$ cat src/include/fes_pkg.sv
// Shared constants, types and decode helpers for the erase and suspend sequencer link.
package fes_pkg;
  localparam logic [7:0] OP_WREN = 8'h06;
  localparam logic [7:0] OP_RDSR1 = 8'h05;
  localparam logic [7:0] OP_RDSR2 = 8'h35;
  localparam logic [7:0] OP_ERASE_SMALL = 8'h20;
  localparam logic [7:0] OP_ERASE_MID = 8'h52;
  localparam logic [7:0] OP_ERASE_LARGE = 8'hd8;
  localparam logic [7:0] OP_ERASE_FULL_A = 8'hc7;
  localparam logic [7:0] OP_ERASE_FULL_B = 8'h60;
  localparam logic [7:0] OP_PROG = 8'h02;
  localparam logic [7:0] OP_PROG_QUAD = 8'h33;
  localparam logic [7:0] OP_SUSPEND = 8'h75;
  localparam logic [7:0] OP_RESUME = 8'h7a;

  localparam int unsigned CLK_MHZ = 25;
  localparam int unsigned SMALL_ERASE_TIME_US = 1000;
  localparam int unsigned MID_ERASE_TIME_US = 2000;
  localparam int unsigned LARGE_ERASE_TIME_US = 3000;
  localparam int unsigned FULL_ERASE_TIME_US = 10000;
  localparam int unsigned PROG_TIME_US = 500;
  localparam int unsigned PAUSE_LATENCY_US = 20;
  localparam int unsigned RESUME_LATENCY_NS = 200;
  localparam int unsigned SMALL_ERASE_CYC = SMALL_ERASE_TIME_US * CLK_MHZ;
  localparam int unsigned MID_ERASE_CYC = MID_ERASE_TIME_US * CLK_MHZ;
  localparam int unsigned LARGE_ERASE_CYC = LARGE_ERASE_TIME_US * CLK_MHZ;
  localparam int unsigned FULL_ERASE_CYC = FULL_ERASE_TIME_US * CLK_MHZ;
  localparam int unsigned PROG_CYC = PROG_TIME_US * CLK_MHZ;
  localparam int unsigned PAUSE_LATENCY_CYC = PAUSE_LATENCY_US * CLK_MHZ;
  localparam int unsigned RESUME_LATENCY_CYC = (RESUME_LATENCY_NS * CLK_MHZ) / 1000;

  localparam int unsigned ADDR_W = 24;
  localparam logic [23:0] SMALL_BLK_BYTES = 24'h001000;
  localparam logic [23:0] MID_BLK_BYTES = 24'h008000;
  localparam logic [23:0] LARGE_BLK_BYTES = 24'h010000;
  localparam logic [15:0] BITS_OPCODE = 16'h0008;
  localparam logic [15:0] BITS_ADDR_CMD = 16'h0020;
  localparam logic [15:0] BITS_MIN_PROG = 16'h0028;
  localparam int unsigned SR1_BUSY_BIT = 0;
  localparam int unsigned SR1_LATCH_BIT = 1;
  localparam int unsigned SR2_HALT_BIT = 7;
  localparam int unsigned HOST_HALF_CYC = 4;
  localparam int unsigned HOST_GAP_CYC = 8;

  typedef enum logic [2:0] {
    FES_OP_NONE = 3'b000,
    FES_OP_SMALL = 3'b001,
    FES_OP_MID = 3'b010,
    FES_OP_LARGE = 3'b011,
    FES_OP_FULL = 3'b100,
    FES_OP_PROG = 3'b101
  } fes_op_e;

  // Maps an opcode onto the self-timed operation it starts, or none.
  function automatic fes_op_e fes_kind(input logic [7:0] op);
    fes_op_e k;
    k = FES_OP_NONE;
    if (op == OP_ERASE_SMALL)
      k = FES_OP_SMALL;
    else if (op == OP_ERASE_MID)
      k = FES_OP_MID;
    else if (op == OP_ERASE_LARGE)
      k = FES_OP_LARGE;
    else if (op == OP_ERASE_FULL_A || op == OP_ERASE_FULL_B)
      k = FES_OP_FULL;
    else if (op == OP_PROG || op == OP_PROG_QUAD)
      k = FES_OP_PROG;
    return k;
  endfunction
endpackage

$ cat src/include/fes_link_if.sv
// Four-wire serial link between the flash sequencer and its host controller.
interface fes_link_if;
  logic cs_n;
  logic sck;
  logic si;
  logic so;
  modport dev(input cs_n, input sck, input si, output so);
  modport host(output cs_n, output sck, output si, input so);
endinterface

$ cat src/verilog/fes_dev.sv
// Flash-side erase, program-timing and suspend/resume command sequencer.
// What this block does; R6, R17 and R18 fall to fes_host, and R5 to the array outside
// 20h plus 24-bit address erases 4 kbyte block.
// 52h plus 24-bit address erases 32 kbyte block.
// D8h plus 24-bit address erases 64 kbyte block.
// C7h or 60h erases whole chip, no address.
// Every erase leaves its region all ones.
// Host sends write enable before each erase.
// Command runs only if frame ends on byte.
// Valid erase runs self-timed for its size.
// Status readable; busy high throughout, low after.
// Write enable latch clears when busy rises.
// 75h suspends running block erase or program.
// Suspend ignored during full-chip erase.
// Erase suspended: erases and status writes refused.
// Program suspended: programs, erases, status writes refused.
// Suspend taken only if not halted, busy.
// Suspend sets halt now, busy low within latency.
// Host waits pause latency after resume to suspend.
// Host distrusts reads near suspended region.
// Power loss clears halt pending flag.
// 7Ah resumes only if halted, idle; busy soon.
// Decoded write enable sets the latch.
// Erase without write enable latch is ignored.
// Block erase covers the aligned containing block.
module fes_dev
  import fes_pkg::*;
#(
  parameter int unsigned SMALL_CYC = SMALL_ERASE_CYC,
  parameter int unsigned MID_CYC = MID_ERASE_CYC,
  parameter int unsigned LARGE_CYC = LARGE_ERASE_CYC,
  parameter int unsigned FULL_CYC = FULL_ERASE_CYC,
  parameter int unsigned PGM_CYC = PROG_CYC,
  parameter int unsigned PAUSE_CYC = PAUSE_LATENCY_CYC
)
(
  input wire logic clk,
  input wire logic nrst,
  fes_link_if.dev link,
  output logic busy,
  output logic write_enable_latch,
  output logic halt_pending_flag,
  output logic op_start,
  output fes_op_e op_kind,
  output logic [23:0] op_base,
  output logic op_done
);
  logic [2:0] sck_sy_q, cs_sy_q;
  logic [1:0] si_sy_q;
  logic sck_rise, sck_fall, cs_rise, cs_low, si_bit, so_q, busy_q, halt_q, we_latch_q;
  logic start_q, done_q, len8, len_ok, wren_go, start_go, susp_go, res_go;
  logic [31:0] rx_q, remain_q, pause_q, run_cyc;
  logic [15:0] bitcnt_q;
  logic [7:0] op_q, op_now, out_sr_q;
  logic [23:0] addr_q, base_q, aligned;
  fes_op_e cur_q, kind_q, new_kind;

  // Pin synchronisers; stage 0 feeds only stage 1.
  always_ff @(posedge clk)
  begin
    if (!nrst)
    begin
      sck_sy_q <= 3'h0;
      cs_sy_q <= 3'h7;
      si_sy_q <= 2'h0;
    end
    else
    begin
      sck_sy_q <= {sck_sy_q[1:0], link.sck};
      cs_sy_q <= {cs_sy_q[1:0], link.cs_n};
      si_sy_q <= {si_sy_q[0], link.si};
    end
  end

  assign sck_rise = sck_sy_q[1] & ~sck_sy_q[2];
  assign sck_fall = ~sck_sy_q[1] & sck_sy_q[2];
  assign cs_rise = cs_sy_q[1] & ~cs_sy_q[2];
  assign cs_low = ~cs_sy_q[1];
  assign si_bit = si_sy_q[1];
  assign op_now = (bitcnt_q == 16'h0007) ? {rx_q[6:0], si_bit} : op_q;

  // Frame shifter; the bit count saturates so long frames never wrap back onto a legal length.
  always_ff @(posedge clk)
  begin
    if (!nrst || !cs_low)
    begin
      rx_q <= 32'h0;
      bitcnt_q <= 16'h0;
    end
    else if (sck_rise)
    begin
      rx_q <= {rx_q[30:0], si_bit};
      if (bitcnt_q != 16'hffff)
        bitcnt_q <= bitcnt_q + 16'h0001;
    end
  end

  always_ff @(posedge clk)
  begin
    if (!nrst)
    begin
      op_q <= 8'h0;
      addr_q <= 24'h0;
    end
    else if (cs_low && sck_rise)
    begin
      if (bitcnt_q == 16'h0007)
        op_q <= {rx_q[6:0], si_bit};
      if (bitcnt_q == 16'h001f)
        addr_q <= {rx_q[22:0], si_bit};
    end
  end

  // Status stays readable in every state, so a busy poll works mid-operation.
  always_ff @(posedge clk)
  begin
    if (!nrst)
    begin
      out_sr_q <= 8'h0;
      so_q <= 1'b0;
    end
    else if (cs_low && sck_rise && bitcnt_q[2:0] == 3'h7)
    begin
      out_sr_q <= 8'h0;
      if (op_now == OP_RDSR1)
      begin
        out_sr_q[SR1_BUSY_BIT] <= busy_q;
        out_sr_q[SR1_LATCH_BIT] <= we_latch_q;
      end
      else if (op_now == OP_RDSR2)
        out_sr_q[SR2_HALT_BIT] <= halt_q;
    end
    else if (cs_low && sck_fall)
    begin
      so_q <= out_sr_q[7];
      out_sr_q <= {out_sr_q[6:0], 1'b0};
    end
  end

  assign new_kind = fes_kind(op_q);
  assign len8 = (bitcnt_q == BITS_OPCODE);

  always_comb
  begin
    len_ok = (bitcnt_q == BITS_ADDR_CMD);
    run_cyc = 32'h0;
    aligned = 24'h0;
    unique case (new_kind)
      FES_OP_SMALL:
      begin
        run_cyc = SMALL_CYC;
        aligned = addr_q & ~(SMALL_BLK_BYTES - 24'h1);
      end
      FES_OP_MID:
      begin
        run_cyc = MID_CYC;
        aligned = addr_q & ~(MID_BLK_BYTES - 24'h1);
      end
      FES_OP_LARGE:
      begin
        run_cyc = LARGE_CYC;
        aligned = addr_q & ~(LARGE_BLK_BYTES - 24'h1);
      end
      FES_OP_FULL:
      begin
        len_ok = len8;
        run_cyc = FULL_CYC;
      end
      FES_OP_PROG:
      begin
        len_ok = (bitcnt_q >= BITS_MIN_PROG) && (bitcnt_q[2:0] == 3'h0);
        run_cyc = PGM_CYC;
        aligned = addr_q;
      end
      default: len_ok = 1'b0;
    endcase
  end

  assign wren_go = cs_rise && len8 && op_q == OP_WREN && !busy_q;
  // Any erase or program is refused while busy or halted, which covers both suspend kinds.
  assign start_go = cs_rise && len_ok && we_latch_q && !busy_q && !halt_q;
  assign susp_go = cs_rise && len8 && op_q == OP_SUSPEND && busy_q && !halt_q
    && cur_q != FES_OP_FULL && cur_q != FES_OP_NONE;
  assign res_go = cs_rise && len8 && op_q == OP_RESUME && halt_q && !busy_q;

  // Sequencer. Reset models power return, so a suspended operation is lost with its halt flag.
  always_ff @(posedge clk)
  begin
    if (!nrst)
    begin
      busy_q <= 1'b0;
      halt_q <= 1'b0;
      cur_q <= FES_OP_NONE;
      remain_q <= 32'h0;
      pause_q <= 32'h0;
    end
    else if (start_go)
    begin
      busy_q <= 1'b1;
      cur_q <= new_kind;
      remain_q <= run_cyc;
    end
    else if (susp_go)
    begin
      halt_q <= 1'b1;
      pause_q <= PAUSE_CYC;
    end
    else if (res_go)
    begin
      halt_q <= 1'b0;
      busy_q <= 1'b1;
    end
    else if (busy_q && halt_q)
    begin
      if (pause_q <= 32'h1)
        busy_q <= 1'b0;
      else
        pause_q <= pause_q - 32'h1;
    end
    else if (busy_q)
    begin
      if (remain_q <= 32'h1)
      begin
        busy_q <= 1'b0;
        cur_q <= FES_OP_NONE;
      end
      else
        remain_q <= remain_q - 32'h1;
    end
  end

  always_ff @(posedge clk)
  begin
    if (!nrst)
      we_latch_q <= 1'b0;
    else if (wren_go)
      we_latch_q <= 1'b1;
    else if (start_go || res_go)
      we_latch_q <= 1'b0;
  end

  // The array itself lies outside; it is told which aligned region to set to all ones.
  always_ff @(posedge clk)
  begin
    if (!nrst)
    begin
      start_q <= 1'b0;
      done_q <= 1'b0;
      kind_q <= FES_OP_NONE;
      base_q <= 24'h0;
    end
    else
    begin
      start_q <= start_go;
      done_q <= busy_q && !halt_q && remain_q <= 32'h1;
      if (start_go)
      begin
        kind_q <= new_kind;
        base_q <= aligned;
      end
    end
  end

  assign link.so = so_q;
  assign busy = busy_q;
  assign write_enable_latch = we_latch_q;
  assign halt_pending_flag = halt_q;
  assign op_start = start_q;
  assign op_kind = kind_q;
  assign op_base = base_q;
  assign op_done = done_q;
endmodule // fes_dev

$ cat src/flat_wrapper.sv
// flat-port wrapper written by rule: the top's interface ports become plain ports
module fes_dev_flat import fes_pkg::*;
#(
  parameter int unsigned SMALL_CYC = SMALL_ERASE_CYC,
  parameter int unsigned MID_CYC = MID_ERASE_CYC,
  parameter int unsigned LARGE_CYC = LARGE_ERASE_CYC,
  parameter int unsigned FULL_CYC = FULL_ERASE_CYC,
  parameter int unsigned PGM_CYC = PROG_CYC,
  parameter int unsigned PAUSE_CYC = PAUSE_LATENCY_CYC
)
  (clk, nrst, busy, write_enable_latch, halt_pending_flag, op_start, op_kind, op_base, op_done, link_cs_n, link_sck, link_si, link_so);
  fes_link_if link_i ();
  input wire logic clk;
  input wire logic nrst;
  output logic busy;
  output logic write_enable_latch;
  output logic halt_pending_flag;
  output logic op_start;
  output fes_op_e op_kind;
  output logic [23:0] op_base;
  output logic op_done;
  input wire logic [$bits(link_i.cs_n)-1:0] link_cs_n;
  input wire logic [$bits(link_i.sck)-1:0] link_sck;
  input wire logic [$bits(link_i.si)-1:0] link_si;
  output wire logic [$bits(link_i.so)-1:0] link_so;
  assign link_i.cs_n = link_cs_n;
  assign link_i.sck = link_sck;
  assign link_i.si = link_si;
  assign link_so = link_i.so;
  fes_dev #(.SMALL_CYC(SMALL_CYC), .MID_CYC(MID_CYC), .LARGE_CYC(LARGE_CYC), .FULL_CYC(FULL_CYC), .PGM_CYC(PGM_CYC), .PAUSE_CYC(PAUSE_CYC)) u_core (.clk(clk), .nrst(nrst), .link(link_i), .busy(busy), .write_enable_latch(write_enable_latch), .halt_pending_flag(halt_pending_flag), .op_start(op_start), .op_kind(op_kind), .op_base(op_base), .op_done(op_done));
endmodule
$ cat config.mk
export PLATFORM = sky130hd
export DESIGN_NAME = fes_dev_flat
export DESIGN_NICKNAME = d
export VERILOG_FILES = /design/src/include/fes_pkg.sv /design/src/include/fes_link_if.sv /design/src/verilog/fes_dev.sv /design/src/flat_wrapper.sv
export SDC_FILE = /design/constraint.sdc
export NUM_CORES = 1
export LEC_CHECK = 0
export ABC_CLOCK_PERIOD_IN_PS = 3900
export BUFFER_PORTS_ARGS = -buffer_cell sky130_fd_sc_hd__buf_4
export CAP_MARGIN = 0
export CORE_UTILIZATION = 40
export CTS_CLUSTER_DIAMETER = 120
export DETAILED_ROUTE_END_ITERATION = 16
export PLACE_DENSITY = 0.58
export SYNTH_ARGS = -nofsm -noshare
export SYNTH_HDL_FRONTEND = slang
export SYNTH_SLANG_ARGS = --single-unit
export TNS_END_PERCENT = 50
$ cat constraint.sdc
create_clock -name clk -period 3.9 [get_ports clk]
set_input_delay 0.39 -clock clk [delete_from_list [all_inputs] [get_ports clk]]
set_output_delay 0.39 -clock clk [all_outputs]
set_load 0.01 [all_outputs]
==> flow_summary_export.csv, run 1 <==
group,metric,value,unit
run_status,status,"finished, final reports clean",
cts,root_buffer,"clkbuf_16",
detailed_routing,routed_wirelength,19.8,mm
logic_synthesis,yosysWarnings,0,
logic_synthesis,yosysUniqueCellTypes,84,
floorplanning,die_w,148,microns
sta,setup_tns,0,ps
critical_path,end_kind,"register",
logic_synthesis,syn_area,8580,sq um
placement,dpl.hpwl,13.0,mm
global_routing,grt_pass1_wl,32.9,mm
finish,final_area,9540,sq um
cts,h-tree-depth,4,
detailed_routing,wl_per_cell,15.4,microns
finish,drive_above_1_share,12.1,%
cts,clk_pin_slew_worst_paths,70,ps
detailed_routing,final_antenna_net_count,0,
detailed_routing,drc,0,
critical_path,startpoint_type,"register",
global_routing,antenna_found_initial,0,
placement,port_buffers,37,
cts,clk_latency,440,ps
global_routing,gr-total-overflow,0,
floorplanning,die-area,22000,sq um
finish,fin_nets,1007,
finish,diodes,0,
detailed_routing,drt_iter0_drc,504,
critical_path,r2r-start,"u_core.op_q[4]",
critical_path,path_delay_family,"compound AO/OA/AOI/OAI gates",
logic_synthesis,synth_edf_count,0,
power,powerDensity,383,nW/um^2
logic_synthesis,avgSynthCellArea,8.61,sq um
detailed_routing,vias,7076,
floorplanning,design.core.area,21000,sq um
logic_synthesis,synth_nets,1008,
critical_path,cp_data_arrival_time,3580,ps
floorplanning,rows,53,
critical_path,crit_required,4270,ps
sta,setup_slack,691,ps
sta,finalCriticalPeriod,3210,ps
critical_path,crit_buf_inv,1,
floorplanning,fp.dieH,148,microns
cts,cts-resized-gates,0,
cts,clockBufferDepth,2,
sta,slew_headroom,19.2,%
cts,clock-sinks,186,
critical_path,slowest_stage,"a2111oi_4",
logic_synthesis,synth-seq-cells,186,
cts,cts_made_buffers,17,
sta,worst_slew_pin_slew,1210,ps
sta,fin_crit_sh,82.3,%
job,maxCapViolCount,0,
power,p_leak,3.43,nW
sta,grt_setup_unrepaired,"no",
placement,placed_area,8970,sq um
critical_path,worst-setup-path-type,"register to register",
sta,fin_worst_skew,9.72,ps
cts,cts_tree,"done",
floorplanning,ios,38,
logic_synthesis,synthFlopType,"dfxtp_1",
detailed_routing,viasPerCell,5.52,
sta,final_max_slew_viol_count,0,
placement,pre_cts_slack,755,ps
finish,area_growth,11.2,%
sta,hold_violations,0,
power,vdd_ir_drop_max,0.279,mV
sta,finalSetupViolations,0,
floorplanning,start_util,40.8,%
logic_synthesis,synthCells,996,
logic_synthesis,yosysSeqAreaShare,43.4,%
global_routing,grt_util_all_layers,18.6,%
critical_path,startpoint,"u_core.op_q[4]",
global_routing,first_global_vias,6324,
hold_path,hold_path_class,"primary input to register",
global_routing,grt_max_degree,61,
cts,postCtsSetupBuffers,0,
cts,holdBufCountCts,0,
placement,gp_congestion,0.815,
critical_path,crit_fanout,29,
hold_path,hp-start,"link_cs_n",
detailed_routing,drt-pass1-iter-count,5,
logic_synthesis,synth_async_sr_flop_share,0,%
sta,fmax,312,MHz
critical_path,critPathMaxStageDelay,830,ps
critical_path,path_cells,"nor4b_2 -> o211ai_4 -> a2111oi_4 -> nor3_4 -> buf_4 -> a211oi_1 -> mux2i_1",
[cell usage after synthesis, types with 10 or more instances]
library cell / number / area [sq um]
buf_2: 19 / 95.1
o21ai_0: 15 / 75.1
nor3_1: 20 / 100
inv_1: 11 / 41.3
o31ai_1: 13 / 97.6
nor2_1: 71 / 267
clkbuf_1: 39 / 146
a22o_1: 10 / 87.6
nand2_1: 153 / 574
or3_1: 18 / 113
nand4_1: 14 / 87.6
xor2_1: 17 / 149
mux2i_1: 28 / 280
nor4_1: 23 / 144
xnor2_1: 22 / 193
nand2b_1: 17 / 106
nand3_1: 45 / 225
a21oi_1: 102 / 510
dfxtp_1: 186 / 3720
or4_1: 26 / 195
[layout make-up]
type                    count  area [sq um]
multi-input cells         729          4490
inverters                  13          48.8
fillers                  2060         11500
well taps                 275           344
flip-flops and latches    186          3720
clock inverters            13           131
clock buffers              19           443
repair buffers             48           360
[worst paths after layout]
| kind | to | slack, ps | cells past startpoint |
|---|---|---|---|
| max | u_core.remain_q[26] | 690 | 7 |
| min | u_core.cs_sy_q[0] | 130 | 2 |
| max reg2reg | u_core.remain_q[26] | 690 | 7 |
| min reg2reg | u_core.cs_sy_q[1] | 410 | 1 |
[flip-flops by register name (all words and copies together), names as in the netlist, 8 cells and up]
register	cells
u_core.remain_q	32
u_core.op_base	24
u_core.op_q	8
u_core.addr_q	24
u_core.bitcnt_q	16
u_core.pause_q	32
u_core.rx_q	23
u_core.out_sr_q	8
[stage by stage]
step	power (mW)	utilization, %	hold WS (ps)	instances
after global routing	3.80	45.4	126	1283
after CTS	3.71	45.4	114	1283
after floorplan	1.99	-	386	996
after global placement	2.01	42.7	391	1251
final	3.65	45.4	134	1283
after detailed placement	2.01	42.7	396	1251
[logic make-up after synthesis]
logic type	share of synthesized area (%)
AO/OA/AOI/OAI	16.0
XOR/XNOR	3.98
adder cells (fa/ha/maj)	1.02
buffers and inverters	4.49
flip-flops	43.4
multiplexers	3.53
AND/OR/NAND/NOR	27.6
[layer usage]
metal / vias up / part of all wire, % / routed length (microns) / global-route usage (%)
met5: - / 0 / 0 / 0
met4: 0 / 1.4 / 286 / 6.80
met1: 3331 / 49 / 9710 / 25.8
met3: 25 / 4.1 / 809 / 3.53
met2: 135 / 45 / 8990 / 28.7
li1: 3585 / - / - / -
[where the power goes]
part / leakage, nW / internal (mW) / switching [mW] / total, mW
registers: 1.50 / 1.90 / 0.00201 / 1.90
clock network: 0.276 / 0.866 / 0.825 / 1.69
logic: 1.65 / 0.0140 / 0.0463 / 0.0603
total: 3.43 / 2.78 / 0.873 / 3.65
[layout by cell type (no fill, tap or decap), types with 18 or more instances in the layout]
cell     netlist  final
nor4_1        23     23
dfxtp_1      186    186
or3_1         18     18
nor3_1        20     19
a21oi_1      102    102
buf_4          4     48
nand2_1      153    153
mux2i_1       28     28
nor2_1        71     71
or4_1         26     26
nand3_1       45     45
xnor2_1       22     22
No activity file was read; power rests on OpenSTA's default activity.
==> run 2: changes to the inputs <==
--- a/config.mk
+++ b/config.mk
@@ -5,13 +5,13 @@
 export SDC_FILE = /design/constraint.sdc
 export NUM_CORES = 1
 export LEC_CHECK = 0
-export ABC_CLOCK_PERIOD_IN_PS = 3900
+export ABC_CLOCK_PERIOD_IN_PS = 2900
 export BUFFER_PORTS_ARGS = -buffer_cell sky130_fd_sc_hd__buf_4
 export CAP_MARGIN = 0
 export CORE_UTILIZATION = 40
 export CTS_CLUSTER_DIAMETER = 120
 export DETAILED_ROUTE_END_ITERATION = 16
-export PLACE_DENSITY = 0.58
+export PLACE_DENSITY = 0.6
 export SYNTH_ARGS = -nofsm -noshare
 export SYNTH_HDL_FRONTEND = slang
 export SYNTH_SLANG_ARGS = --single-unit
==> constraint.sdc (replaced) <==
create_clock -name clk -period 2.9 [get_ports clk]
set_input_delay 0.29 -clock clk [delete_from_list [all_inputs] [get_ports clk]]
set_output_delay 0.29 -clock clk [all_outputs]
set_load 0.01 [all_outputs]
==> flow_summary_export.csv, run 2 (synthesized netlist as in run 1, its figures left out) <==
group,metric,value,unit
global_routing,grt_util_all_layers,19.3,%
finish,final_cell_mix,"dfxtp_1 (186), nand2_1 (153), a21oi_1 (102), nor2_1 (71), buf_4 (69)",
finish,area_growth,14.8,%
floorplanning,die-area,22000,sq um
cts,cts_made_buffers,17,
sta,hold_ws,36.5,ps
critical_path,startpoint_type,"register",
floorplanning,start_util,40.8,%
sta,final_max_slew_viol_count,0,
sta,hold_violations,0,
cts,clk_latency,440,ps
detailed_routing,wl_per_cell,15.6,microns
cts,cts-resized-gates,0,
floorplanning,fp.dieH,148,microns
finish,final_common_cell,"dfxtp_1",
floorplanning,design.core.area,21000,sq um
power,finalPower,5.11,mW
detailed_routing,routed_wirelength,20.4,mm
detailed_routing,drt_iter0_drc,508,
detailed_routing,vias,7232,
floorplanning,die_w,148,microns
power,powerDensity,519,nW/um^2
finish,fin_nets,1031,
global_routing,grt_pass1_wl,34.4,mm
critical_path,cp_data_arrival_time,3160,ps
finish,drive_above_1_share,14.4,%
power,vdd_ir_drop_max,0.355,mV
critical_path,worst-setup-path-type,"register to register",
cts,cts_tree,"done",
detailed_routing,drc,0,
global_routing,grt_max_degree,54,
hold_path,hold_path_class,"primary input to register",
finish,reg_top3,"u_core.pause_q: 32 flops, u_core.remain_q: 32 flops",
run_status,status,"finished, final reports clean",
sta,fin_crit_sh,95.9,%
detailed_routing,final_antenna_net_count,0,
sta,worst_slew_pin_slew,893,ps
finish,fin_util,46.8,%
detailed_routing,drt-pass1-iter-count,5,
cts,root_buffer,"clkbuf_16",
finish,final_area,9840,sq um
cts,clockBufferDepth,2,
global_routing,first_global_vias,6829,
sta,finalSetupViolations,0,
cts,clock-sinks,186,
global_routing,antenna_found_initial,0,
floorplanning,ios,38,
cts,postCtsSetupBuffers,0,
critical_path,crit_required,3280,ps
placement,port_buffers,37,
cts,holdBufCountCts,0,
placement,gp_congestion,0.798,
sta,fmax,360,MHz
cts,h-tree-depth,4,
placement,dpl.hpwl,13.5,mm
job,maxCapViolCount,0,
finish,diodes,0,
critical_path,end_kind,"register",
placement,placed_area,9190,sq um
cts,clk_pin_slew_worst_paths,70,ps
global_routing,gr-total-overflow,0,
power,p_leak,3.59,nW
critical_path,crit_fanout,8,
sta,slew_headroom,40.5,%
floorplanning,rows,53,
sta,finalCriticalPeriod,2780,ps
sta,fin_worst_skew,14.1,ps
detailed_routing,viasPerCell,5.53,
## run 2: cell count changes in the layout (fill, tap and decap cells not counted), sizes merged
cell	delta
buf	+24
bufinv	+1
clkbuf	-2
clkinvlp	-1
clkinv	+2
## run 2: path summary, 6_finish.rpt
path / start / to / slack, ps / depth (start not counted)
max: u_core.bitcnt_q[0] / u_core.remain_q[28] / 120 / 10
min: link_cs_n / u_core.cs_sy_q[0] / 40 / 2
max reg2reg: u_core.bitcnt_q[0] / u_core.remain_q[28] / 120 / 10
min reg2reg: u_core.cs_sy_q[0] / u_core.cs_sy_q[1] / 420 / 1
## run 2: per-layer routing
layer  vias to the layer above  global-route usage, %  part of all wire, %
li1                       3624                      -                    -
met4                         0                   5.46                  1.3
met5                         -                      0                    0
met3                        21                   4.08                  3.4
met2                       128                   30.6                   46
met1                      3459                   26.4                   49
## run 2: layout make-up
cell class                 instances  area, sq um
fill                            1953        11200
clock buffer                      17          425
clock inverter                    15          219
inverter                          13         48.8
sequential                       186         3720
timing repair buffer              72          578
multi-input combinational        729         4510
tap                              275          344
## run 2: where the power goes
| part | leakage [nW] | internal [mW] | switching, mW |
|---|---|---|---|
| Combinational | 1.78 | 0.0234 | 0.0648 |
| Sequential | 1.50 | 2.56 | 0.00263 |
| Clock | 0.307 | 1.27 | 1.20 |
## run 2: metrics by stage
stage	setup slack [ps]	setup TNS [ps]	instances
CTS	138	0	1307
detailed placement	163	0	1275
floorplan	553	0	996
global route	-8.60	-8.60	1307
global placement	261	0	1275
finish	118	0	1307
## run 2: worst max-delay path, stage by stage, from the launching register on
cell and delay, ps:
dfxtp_1 380, inv_1 90, ha_1 210, and4bb_2 260
nand3_1 280, a2111oi_4 80, buf_4 190, buf_4 150
or4_1 640, a2111o_1 400, nand2_1 70
==> run 3: changes to the inputs <==
--- a/config.mk
+++ b/config.mk
@@ -5,13 +5,12 @@
 export SDC_FILE = /design/constraint.sdc
 export NUM_CORES = 1
 export LEC_CHECK = 0
-export ABC_CLOCK_PERIOD_IN_PS = 2900
+export ABC_CLOCK_PERIOD_IN_PS = 2600
 export BUFFER_PORTS_ARGS = -buffer_cell sky130_fd_sc_hd__buf_4
-export CAP_MARGIN = 0
+export CAP_MARGIN = 40
 export CORE_UTILIZATION = 40
-export CTS_CLUSTER_DIAMETER = 120
 export DETAILED_ROUTE_END_ITERATION = 16
-export PLACE_DENSITY = 0.6
+export PLACE_DENSITY = 0.58
 export SYNTH_ARGS = -nofsm -noshare
 export SYNTH_HDL_FRONTEND = slang
 export SYNTH_SLANG_ARGS = --single-unit
==> constraint.sdc (replaced) <==
create_clock -name clk -period 2.6 [get_ports clk]
set_input_delay 0.26 -clock clk [delete_from_list [all_inputs] [get_ports clk]]
set_output_delay 0.26 -clock clk [all_outputs]
set_load 0.01 [all_outputs]
==> flow_summary_export.csv, run 3 (synthesized netlist as in run 1, its figures left out) <==
group,metric,value,unit
detailed_routing,drc,0,
cts,cts_tree,"done",
cts,h-tree-depth,4,
sta,worst_slew_pin_slew,650,ps
floorplanning,die-area,22000,sq um
critical_path,path_cells,"inv_1 -> ha_1 -> and4bb_2 -> nand4_1 -> o32ai_2 -> buf_4 -> o21ai_1 -> buf_4 -> or4_1 -> a21oi_1",
finish,drive_above_1_share,16.9,%
cts,clk_latency,440,ps
critical_path,cp_data_arrival_time,2840,ps
hold_path,hp-start,"link_si",
sta,fin_crit_sh,95.1,%
global_routing,first_global_vias,6724,
hold_path,whs_path_depth,2,
power,finalPower,5.59,mW
cts,root_buffer,"clkbuf_16",
placement,place_inst,1303,
sta,fmax,405,MHz
floorplanning,fp.dieH,148,microns
critical_path,end_kind,"register",
placement,port_buffers,37,
finish,reg_top3,"u_core.pause_q: 32 flops, u_core.remain_q: 32 flops",
global_routing,grt_max_degree,61,
detailed_routing,viasPerCell,5.40,
critical_path,startpoint,"u_core.bitcnt_q[0]",
finish,diodes,0,
global_routing,grt_pass1_wl,34.1,mm
placement,gp_congestion,0.814,
finish,fin_util,48.0,%
detailed_routing,final_antenna_net_count,0,
global_routing,gr-total-overflow,0,
critical_path,r2r_cells,10,
critical_path,slowest_stage,"or4_1",
floorplanning,start_util,40.8,%
finish,final_area,10100,sq um
critical_path,crit_top_cell,"buf_4",
critical_path,crit_fanout,14,
power,p_leak,3.74,nW
sta,final_max_slew_viol_count,0,
floorplanning,rows,53,
run_status,status,"finished, final reports clean",
detailed_routing,wl_per_cell,15.2,microns
sta,setup_tns,0,ps
critical_path,critPathMaxStageDelay,480,ps
cts,cts_made_buffers,17,
global_routing,grt_util_all_layers,19.2,%
floorplanning,design.core.area,21000,sq um
placement,dpl.hpwl,13.8,mm
power,powerDensity,555,nW/um^2
floorplanning,die_w,148,microns
critical_path,r2r-end,"u_core.pause_q[15]",
sta,hold_violations,0,
critical_path,crit_required,2970,ps
hold_path,hold_path_class,"primary input to register",
power,vdd_ir_drop_max,0.404,mV
sta,fin_worst_skew,13.9,ps
detailed_routing,vias,7217,
finish,final_cell_mix,"dfxtp_1 (185), nand2_1 (153), a21oi_1 (102), buf_4 (95), nor2_1 (71)",
sta,grt_setup_unrepaired,"yes",
floorplanning,ios,38,
finish,fin_nets,1061,
detailed_routing,drt_iter0_drc,412,
global_routing,antenna_found_initial,0,
critical_path,r2r-start,"u_core.bitcnt_q[0]",
sta,slew_headroom,56.6,%
cts,clock-sinks,186,
placement,pre_cts_slack,20.6,ps
sta,hold_ws,28.8,ps
hold_path,whs_endpoint,"u_core.si_sy_q[0]",
critical_path,crit_buf_inv,3,
job,maxCapViolCount,0,
cts,clockBufferDepth,2,
detailed_routing,drt-pass1-iter-count,5,
critical_path,rrSetupSlack,130,ps
critical_path,worst-setup-path-type,"register to register",
finish,final_common_cell,"dfxtp_1",
placement,placed_area,9420,sq um
finish,stdcell_count,1337,
sta,finalSetupViolations,0,
critical_path,startpoint_type,"register",
detailed_routing,routed_wirelength,20.3,mm
sta,setup_slack,128,ps
finish,area_growth,17.5,%
cts,clk_pin_slew_worst_paths,70,ps
critical_path,path_delay_family,"simple AND/OR/NAND/NOR gates",
sta,finalCriticalPeriod,2470,ps
-- run 3: how the worst max path moves through the flow --
| stage | endpoint | depth (start not counted) | slack, ps |
|---|---|---|---|
| 6_report | u_core.pause_q[15] | 10 | 130 |
| 5_1_grt | u_core.pause_q[15] | 10 | -20 |
| 4_1_cts | u_core.remain_q[5] | 8 | 20 |
| 3_5_place_dp | u_core.remain_q[5] | 10 | 20 |
| 3_3_place_gp | u_core.remain_q[5] | 10 | 70 |
| 2_1_floorplan | u_core.remain_q[11] | 10 | 250 |
-- run 3: power breakdown --
| part | switching [mW] | leakage, nW | internal [mW] |
|---|---|---|---|
| registers | 0.00306 | 1.50 | 2.85 |
| clock network | 1.25 | 0.294 | 1.38 |
| logic | 0.0717 | 1.95 | 0.0305 |
-- run 3: metal layers --
metal  GRT usage [%]  routed length, microns  vias to the layer above
li1                -                       -                     3679
met1            26.4                   10100                     3377
met2            29.8                    9230                      136
met3            3.62                     694                       25
met4            7.06                     304                        0
met5               0                       0                        -
-- run 3: timing repair --
| action | CTS | global route |
|---|---|---|
| resized for setup | 0 | 6 |
| hold endpoints to repair | 1 | 0 |
| setup endpoints to repair | 1 | 32 |
| buffers inserted | 0 | 1 |
| pin swaps | 1 | 1 |
| hold buffers | 1 | 0 |
-- run 3: layout make-up --
type,count,area [sq um]
sequential,186,3720
clock buffer,17,425
timing repair buffer,102,843
fill,2010,10900
inverter,13,48.8
multi-input combinational,729,4520
clock inverter,15,171
tap,275,344
